File: config.mk
export PLATFORM = sky130hd
export DESIGN_NAME = aetc_top
export DESIGN_NICKNAME = d
export VERILOG_FILES = /design/src/rtl/aetc_pkg.sv /design/src/rtl/aetc_top.sv
export VERILOG_INCLUDE_DIRS = /design/src /design/src/rtl
export SDC_FILE = /design/constraint.sdc
export NUM_CORES = 1
export LEC_CHECK = 0
export ABC_AREA = 1
export BUFFER_PORTS_ARGS = -buffer_cell sky130_fd_sc_hd__buf_2
export CORE_ASPECT_RATIO = 1.2
export CORE_MARGIN = 8
export CORE_UTILIZATION = 40
export CTS_CLUSTER_DIAMETER = 50
export DETAILED_ROUTE_END_ITERATION = 8
export SETUP_SLACK_MARGIN = 0.5
export SLEW_MARGIN = 0
export SYNTH_ARGS = -nofsm -noshare
export SYNTH_HDL_FRONTEND = slang
export SYNTH_SLANG_ARGS = --single-unit
File: constraint.sdc
create_clock -name clock -period 2.04 [get_ports clock]
set_clock_uncertainty 0.2 [all_clocks]
set_input_delay 0.102 -clock clock [delete_from_list [all_inputs] [get_ports clock]]
set_output_delay 0.102 -clock clock [all_outputs]
set_load 0.03 [all_outputs]
File: src/rtl/aetc_defines.svh
// register offsets, field positions, reset values and timing counts for the timing block
`ifndef AETC_DEFINES_SVH
`define AETC_DEFINES_SVH

`define AETC_CLK_MHZ 125
`define AETC_STROBE_MIN_NS 500
// least time rounds up to whole cycles
`define AETC_STROBE_CYC ((`AETC_STROBE_MIN_NS * `AETC_CLK_MHZ + 999) / 1000)
`define AETC_SCAN_PULSE_CYC 4

`define AETC_OFF_CTRL 12'h000
`define AETC_OFF_STROBE 12'h004
`define AETC_OFF_CHAN 12'h008
`define AETC_OFF_STATUS 12'h00c
`define AETC_OFF_IRQ_STAT 12'h010
`define AETC_OFF_IRQ_MASK 12'h014
`define AETC_OFF_DAC0 12'h018
`define AETC_OFF_DAC1 12'h01c
`define AETC_OFF_CONVCNT 12'h020

// control fields
`define AETC_CTRL_ARM 0
`define AETC_CTRL_PRETRIG 1
`define AETC_CTRL_TMR_SEL 2
`define AETC_CTRL_POSTED 3
`define AETC_CTRL_TMR_IRQ_EN 4
`define AETC_CTRL_SENSE_GND 5
`define AETC_CTRL_MODE_LO 6
`define AETC_CTRL_SCAN 8
`define AETC_CTRL_RESET 32'h0000_0000

// interrupt status bits
`define AETC_IRQ_TIMED 0
`define AETC_IRQ_CONV 1
`define AETC_IRQ_TRIG 2
`define AETC_IRQ_W 3

`define AETC_DAC_W 12
`define AETC_CHAN_W 6
`define AETC_DIFFERENTIAL_INPUT_CHANS 32
`define AETC_SE_CHANS 64

`endif

File: src/rtl/aetc_pkg.sv
// types for the external timing block
package aetc_pkg;
	typedef enum logic [1:0] {
		AETC_SE_GROUND = 2'b00,
		AETC_SE_FLOAT = 2'b01,
		AETC_DIFFERENTIAL_INPUT = 2'b10
	} aetc_mode_t;

	typedef enum logic [1:0] {
		AETC_IDLE = 2'b00,
		AETC_PRE = 2'b01,
		AETC_POST = 2'b10
	} aetc_acq_t;

	// external inputs, triggers active low, conversion gate permits while high
	typedef struct packed {
		logic acq_trigger_in_n;
		logic conv_gate_in_n;
		logic conv_start_in_n;
		logic dac_update_trigger_in_n;
	} aetc_ext_t;

	// counter lines passed through, registered once
	typedef struct packed {
		logic ctr_a_source;
		logic ctr_a_gate;
		logic ctr_a_output;
		logic ctr_b_gate;
		logic ctr_b_output;
		logic ctr_e_source;
		logic ctr_e_gate;
		logic ctr_e_output;
		logic freq_out;
	} aetc_ctr_t;
endpackage

File: src/rtl/aetc_top.sv
// external timing, trigger and strobe control with apb registers
`include "aetc_defines.svh"
`timescale 1ns/100ps
`default_nettype none

module aetc_top
	import aetc_pkg::*;
(
	input wire logic clock, // 125 MHz board clock
	input wire logic resetn, // synchronous, active low
	input wire logic psel, // apb select
	input wire logic penable, // apb access phase
	input wire logic pwrite, // apb direction
	input wire logic [11:0] paddr, // apb byte address
	input wire logic [31:0] pwdata, // apb write data
	output logic [31:0] prdata, // apb read data
	output logic pready, // apb ready
	output logic pslverr, // apb error, unmapped address
	input wire aetc_ext_t ext_in, // external trigger inputs
	input wire aetc_ctr_t ctr_in, // counter chip lines
	output aetc_ctr_t ctr_out, // counter lines to connector
	output logic scan_pulse_out, // scan clock
	output logic strobe_out_n, // external strobe, active low
	output logic adc_convert, // one-cycle convert to the converter
	output logic [5:0] chan_sel, // analog channel select
	output logic sense_to_ground, // drive sense line from ground
	output logic [11:0] dac0_out, // dac 0 live value
	output logic [11:0] dac1_out, // dac 1 live value
	output logic irq // level interrupt
);
	logic [31:0] ctrl_q;
	logic [5:0] chan_q;
	logic [2:0] irq_stat_q;
	logic [2:0] irq_mask_q;
	logic [11:0] dac0_wr_q;
	logic [11:0] dac1_wr_q;
	logic [15:0] conv_cnt_q;
	aetc_acq_t acq_q;
	logic [3:0] sync1_q;
	logic [3:0] sync2_q;
	logic [3:0] prev_q;
	logic [3:0] fall;
	logic [7:0] strobe_cnt_q;
	logic [2:0] scan_cnt_q;
	logic apb_wr;
	logic apb_rd;
	logic strobe_wr;
	logic conv_ok;
	logic timed_ev;
	logic dac_load;
	aetc_mode_t mode;
	logic trig_fall;
	logic conv_fall;
	logic tmr_fall;
	logic gate_open;
	logic acq_active;
	logic conv_take;
	logic irq_clr_wr;
	logic [2:0] irq_set;
	logic [2:0] irq_clr;
	logic [2:0] irq_pend;
	logic [31:0] rd_word;
	logic addr_err;

	assign apb_wr = psel && penable && pwrite;
	assign apb_rd = psel && !penable && !pwrite;
	assign strobe_wr = apb_wr && (paddr == `AETC_OFF_STROBE);
	assign mode = aetc_mode_t'(ctrl_q[`AETC_CTRL_MODE_LO +: 2]);

	// two-flop synchroniser and falling edge detect per input
	genvar gi;
	generate
		for (gi = 0; gi < 4; gi++)
		begin : g_sync
			always_ff @(posedge clock)
			begin
				if (!resetn)
				begin
					sync1_q[gi] <= 1'b1;
					sync2_q[gi] <= 1'b1;
					prev_q[gi] <= 1'b1;
				end
				else
				begin
					sync1_q[gi] <= ext_in[gi];
					sync2_q[gi] <= sync1_q[gi];
					prev_q[gi] <= sync2_q[gi];
				end
			end
			assign fall[gi] = prev_q[gi] && !sync2_q[gi];
		end
	endgenerate
	// bit order follows the struct: 3 trigger, 2 gate, 1 convert, 0 timer
	// named aliases so only the status read below still depends on that order
	assign trig_fall = fall[3];
	assign conv_fall = fall[1];
	assign tmr_fall = fall[0];
	assign gate_open = sync2_q[2];

	// gate high permits, only while a sequence runs
	assign acq_active = (acq_q != AETC_IDLE);
	assign conv_ok = acq_active && gate_open;
	// one accepted edge feeds the convert pulse, the count and the scan clock
	assign conv_take = conv_fall && conv_ok;
	assign timed_ev = tmr_fall && ctrl_q[`AETC_CTRL_TMR_SEL];
	assign dac_load = timed_ev && ctrl_q[`AETC_CTRL_POSTED];

	// acquisition sequencer; arm bit cleared by software ends it
	always_ff @(posedge clock)
	begin
		if (!resetn)
			acq_q <= AETC_IDLE;
		else if (!ctrl_q[`AETC_CTRL_ARM])
			acq_q <= AETC_IDLE;
		else
		begin
			case (acq_q)
				AETC_IDLE:
					if (trig_fall)
						acq_q <= ctrl_q[`AETC_CTRL_PRETRIG] ? AETC_PRE : AETC_POST;
				// a third trigger edge is ignored; only disarming ends the run
				AETC_PRE:
					if (trig_fall)
						acq_q <= AETC_POST;
				AETC_POST:
					acq_q <= AETC_POST;
				default:
					acq_q <= AETC_IDLE;
			endcase
		end
	end

	// one convert pulse per accepted edge
	// the count wraps at 16 bits; software treats it as a running tally
	always_ff @(posedge clock)
	begin
		if (!resetn)
		begin
			adc_convert <= 1'b0;
			conv_cnt_q <= 16'h0000;
		end
		else
		begin
			adc_convert <= conv_take;
			if (conv_take)
				conv_cnt_q <= conv_cnt_q + 16'h0001;
		end
	end

	// scan pulse: low while converting, rising edge frees the input
	// limitation: a convert within four cycles restarts the count and drops a pulse
	always_ff @(posedge clock)
	begin
		if (!resetn)
		begin
			scan_cnt_q <= 3'h0;
			scan_pulse_out <= 1'b0;
		end
		else if (conv_take && ctrl_q[`AETC_CTRL_SCAN])
		begin
			scan_cnt_q <= 3'(`AETC_SCAN_PULSE_CYC);
			scan_pulse_out <= 1'b0;
		end
		else if (scan_cnt_q != 3'h0)
		begin
			scan_cnt_q <= scan_cnt_q - 3'h1;
			scan_pulse_out <= (scan_cnt_q == 3'h1);
		end
		else
			scan_pulse_out <= 1'b0;
	end

	// strobe low for the minimum time; a new write restarts it
	// a write while low stretches the pulse rather than leaving a gap
	always_ff @(posedge clock)
	begin
		if (!resetn)
		begin
			strobe_cnt_q <= 8'h00;
			strobe_out_n <= 1'b1;
		end
		else if (strobe_wr)
		begin
			strobe_cnt_q <= 8'(`AETC_STROBE_CYC);
			strobe_out_n <= 1'b0;
		end
		else if (strobe_cnt_q != 8'h00)
		begin
			strobe_cnt_q <= strobe_cnt_q - 8'h01;
			strobe_out_n <= (strobe_cnt_q == 8'h01);
		end
		else
			strobe_out_n <= 1'b1;
	end

	// software registers
	// read-only and unmapped offsets fall to default and change nothing
	always_ff @(posedge clock)
	begin
		if (!resetn)
		begin
			ctrl_q <= `AETC_CTRL_RESET;
			chan_q <= 6'h00;
			irq_mask_q <= 3'h0;
			dac0_wr_q <= 12'h000;
			dac1_wr_q <= 12'h000;
		end
		else if (apb_wr)
		begin
			case (paddr)
				`AETC_OFF_CTRL: ctrl_q <= {23'h000000, pwdata[8:0]};
				`AETC_OFF_CHAN: chan_q <= pwdata[5:0];
				`AETC_OFF_IRQ_MASK: irq_mask_q <= pwdata[2:0];
				`AETC_OFF_DAC0: dac0_wr_q <= pwdata[11:0];
				`AETC_OFF_DAC1: dac1_wr_q <= pwdata[11:0];
				default: ctrl_q <= ctrl_q;
			endcase
		end
	end

	// dacs: immediate unless posted, posted waits for a timer edge with timer select set
	always_ff @(posedge clock)
	begin
		if (!resetn)
		begin
			dac0_out <= 12'h000;
			dac1_out <= 12'h000;
		end
		else if (dac_load || !ctrl_q[`AETC_CTRL_POSTED])
		begin
			dac0_out <= dac0_wr_q;
			dac1_out <= dac1_wr_q;
		end
	end

	// differential folds to 32 channels, single-ended uses all 64
	always_ff @(posedge clock)
	begin
		if (!resetn)
		begin
			chan_sel <= 6'h00;
			sense_to_ground <= 1'b0;
		end
		else
		begin
			chan_sel <= (mode == AETC_DIFFERENTIAL_INPUT) ? {1'b0, chan_q[4:0]} : chan_q;
			// floating single-ended needs sense as reference, so never ground it there
			sense_to_ground <= ctrl_q[`AETC_CTRL_SENSE_GND] && (mode != AETC_SE_FLOAT);
		end
	end

	// event bits in status order: 2 trigger, 1 conversion, 0 timed
	assign irq_set[`AETC_IRQ_TRIG] = trig_fall && ctrl_q[`AETC_CTRL_ARM];
	assign irq_set[`AETC_IRQ_CONV] = conv_take;
	assign irq_set[`AETC_IRQ_TIMED] = timed_ev && ctrl_q[`AETC_CTRL_TMR_IRQ_EN];
	// write-one-to-clear acts only on the access edge of a status write
	assign irq_clr_wr = apb_wr && (paddr == `AETC_OFF_IRQ_STAT);
	assign irq_clr = irq_clr_wr ? pwdata[2:0] : 3'h0;

	// sticky status, set wins over write-one-to-clear
	always_ff @(posedge clock)
	begin
		if (!resetn)
			irq_stat_q <= 3'h0;
		else
		begin
			irq_stat_q <= (irq_stat_q & ~irq_clr) | irq_set; // set applied last, so it wins
		end
	end

	// interrupt level registered so the pin comes straight from a flop
	assign irq_pend = irq_stat_q & irq_mask_q;
	always_ff @(posedge clock)
	begin
		if (!resetn)
			irq <= 1'b0;
		else
			irq <= |irq_pend;
	end

	// counter lines registered once; one cycle of delay, levels unchanged
	always_ff @(posedge clock)
	begin
		if (!resetn)
			ctr_out <= '0;
		else
			ctr_out <= ctr_in;
	end

	// read mux; an unmapped offset answers zero and flags an error
	always_comb
	begin
		rd_word = 32'h0000_0000;
		addr_err = 1'b0;
		case (paddr)
			`AETC_OFF_CTRL: rd_word = ctrl_q;
			`AETC_OFF_STROBE: rd_word = {31'h0, strobe_out_n};
			`AETC_OFF_CHAN: rd_word = {26'h0, chan_q};
			// status: synchronised pin levels, sequencer state, busy flag
			`AETC_OFF_STATUS: rd_word = {25'h0, sync2_q, acq_q, acq_active};
			`AETC_OFF_IRQ_STAT: rd_word = {29'h0, irq_stat_q};
			`AETC_OFF_IRQ_MASK: rd_word = {29'h0, irq_mask_q};
			`AETC_OFF_DAC0: rd_word = {20'h0, dac0_out};
			`AETC_OFF_DAC1: rd_word = {20'h0, dac1_out};
			`AETC_OFF_CONVCNT: rd_word = {16'h0, conv_cnt_q};
			default: addr_err = 1'b1;
		endcase
	end

	// apb: answer prepared in setup, shown in the first access cycle
	// write answers carry zero data so a stale word never reaches the bus
	always_ff @(posedge clock)
	begin
		if (!resetn)
		begin
			prdata <= 32'h0000_0000;
			pready <= 1'b0;
			pslverr <= 1'b0;
		end
		else
		begin
			pready <= psel && !penable;
			pslverr <= psel && !penable && addr_err;
			if (psel && !penable)
				prdata <= apb_rd ? rd_word : 32'h0000_0000;
		end
	end
endmodule

`default_nettype wire

==> out/metrics.yaml <==
outcome: "complete, but fails checks"
failed_checks: "hold timing"
layout_setup_ws_ps: 268
drt_iter0_drc: 342
syn_avg_cell_area_sq_um: 7.61
insertion_delay_ps: 430
wl_per_cell_um: 14.9
setup_viol_count_final: 0
post-route-min-period_ps: 1770
drt_wl_total_um: 18600
synth_area_sq_mm: 0.00650
coreArea_sq_mm: 0.0161
area_delta_synth_final_pct: 31.8
fin_nets: 1097
grt_pass1_wl_um: 30100
p_leak_nw: 3.83
power_w: 0.00716
final_common_cell: "nand2_1"
antenna_found_initial: 0
gp_congestion: 0.830
place_ws_ps: 128
rrSetupSlack_ps: 270
min_period_over_period_pct: 86.9
clock_sinks: 147
clock.fmax_mhz: 564
max_slew.worst_pin.slew_ps: 639
final_cell_mix: "nand2_1 (149), dfxtp_1 (136), buf_2 (103)"
wl_met2_um: 9000
antennaDiodeCount: 0
yosys_register_bits: 147
drtPass1Iterations: 4
swShare_pct: 26.8
crit_path_top_delay_cell: "dfxtp_2"
yosys_warnings: 0
power.density_mw_per_mm2: 836
met1Wirelength_um: 8530
met3_length_um: 759
postRouteAntennaNets: 0
htree_levels: 4
dp_hpwl_um: 12700
async_flop_share_pct: 0
rsz0062_at_grt: "true"
slew_viol_final: 0
cp.arrival_ps: 1890
power.net_switching_w: 0.00192
cts_buffers: 17
die_area_sq_mm: 0.0206
start_kind: "register"
viasPerCell: 4.82
tns_ps: 0
synth_top_cells_by_area: "dfxtp_1 (45%), nand2_1 (9.0%), a21oi_1 (7.3%)"
cts_tree: "built"
p_int_w: 0.00525
final_util_pct: 53.3
relSlewSlack_pct: 57.3
yosysTopAreaCellShare_pct: 45.3
maxCapViolations: 0
cts_hold_buf: 42
drive_gt1_share_pct: 26.7
min_path_type: "input pin to register"
path_buf_inv: 4
fill_cells: 1554
crit_fanout: 4
crit_type: "register to register"
endpoint_kind: "register"
via_count: 6031
cpPeakStageDelay_ps: 340
globalRoute.totalOverflow: 0
die_x_um: 132
peakVddDrop_mv: 0.394
drcViolationCount: 0
ys_types: 46
synth-main-ff-cell: "dfxtp_1"
numPortBuffers: 103
pwr-share-clk_pct: 42.1
ios: 140
synthCells: 854
root_buffer: "clkbuf_16"
cpLargestDelayFamily: "simple AND/OR/NAND/NOR gates"
combPwrFrac_pct: 15.3
grt_pass1_vias: 5952
synth_top_area_cell: "dfxtp_1"
track_usage_pct: 18.0
clk_path_buf_depth: 2
required_ps: 2150
ys_seq_area_share_pct: 45.3
crit_chain: "inv_2 > ha_4 > inv_4 > nand4_4 > nor3_4 > buf_4 > buf_6 > nand4_1 > o21ai_0 > a21oi_1"
grt_max_degree: 85
fp-row-count: 51
maxUsedRoutingLayer: "met4"
hold_viol: 5
die_h_um: 156
power_frac_seq_pct: 42.6
synth-edff-count: 0
hold_ws_ps: -50.3
start_util_pct: 40.4
clkTransAtPathRegs_ps: 60
[sequential cells by signal, summed over array words and instances, names as in the netlist, 2 cells and up]
signal,flops
conv_cnt_q,16
prdata,16
dac0_out,12
dac0_wr_q,12
dac1_out,12
dac1_wr_q,12
ctr_out,9
ctrl_q,9
strobe_cnt_q,8
chan_q,6
chan_sel,6
sync1_q,4
irq_mask_q,3
irq_stat_q,3
prev_q,3
scan_cnt_q,3
sync2_q,3
acq_q,2
[worst paths after layout]
path	from	end	cells past startpoint
setup / recovery	acq_q[1]	conv_cnt_q[6]	10
setup reg to reg	acq_q[1]	conv_cnt_q[6]	10
hold reg to reg	sync1_q[2]	gate_open	1
hold / removal	resetn	strobe_out_n	3
[logic make-up (layout without fill, tap and decap cells)]
kind of cell,after synthesis,count (layout),synth area share (%)
compound gates,180,180,14.3
other cells,1,16,0.0577
flops,147,147,45.3
fa+ha+maj,9,9,1.73
mux,1,1,0.173
buf+inv,147,317,10.4
xor+xnor,6,6,0.808
simple gates,363,363,27.2
[power groups by stage]
stage | logic [W] | registers, W | clock network [W]
after floorplan | 0.000622 | 0.00315 | 0
after global placement | 0.000835 | 0.00312 | 0
after detailed placement | 0.000847 | 0.00312 | 0
after CTS | 0.000992 | 0.00305 | 0.00307
after global routing | 0.00121 | 0.00306 | 0.00320
final | 0.00109 | 0.00305 | 0.00302
[worst register-to-register path, cell delays in order (launching register included)]
cell	delay (ps)
dfxtp_2	340
inv_2	50
ha_4	160
inv_4	60
nand4_4	130
nor3_4	190
buf_4	140
buf_6	100
nand4_1	90
o21ai_0	160
a21oi_1	50
[timing repair]
item,in CTS,in global routing
setup buffers,18,7
hold endpoints to repair,88,1
pin swaps,10,14
gates cloned,1,0
endpoints found under the setup margin,41,69
gates resized for setup,15,36
[synth_stat cells, types with 3 or more instances]
master and number:
a21oi_1 95, nor2_8 3, nor3_1 12, nand2_1 156, nand4_1 13, buf_4 16
nor2_4 4, o21ai_0 65, or2_2 9, buf_6 4, inv_2 10, ha_1 9
xor2_1 6, nor2_1 75, clkbuf_1 20, inv_1 86, nor2_2 10, buf_2 5
nand2_2 4, nand2_4 4, nor3_4 3, nand3_1 59, dfxtp_1 147, o21ai_1 8
[stage by stage]
step	area [sq um]	std cells
3_5_place_dp	7220	1151
4_1_cts	8410	1244
3_3_place_gp	7220	1151
2_1_floorplan	6590	869
6_report	8570	1251
5_1_grt	8570	1251
[per-layer routing]
layer  up-vias  track usage, %
met5         -               0
met4         0            6.28
met3        19            3.93
met2       141            30.8
met1      2768            21.9
li1       3103               -
[layout make-up]
cell class	count	area, sq um	share of cell area [%]
Sequential cell	147	2960	34.6
Clock buffer	20	437	5.10
Timing Repair inverter	1	7.51	0.0876
Clock inverter	12	131	1.53
Timing Repair Buffer	185	1280	15.0
Inverter	99	393	4.59
Tap cell	212	265	3.10
Multi-Input combinational cell	575	3090	36.0
Power figures use the tool's default switching activity.
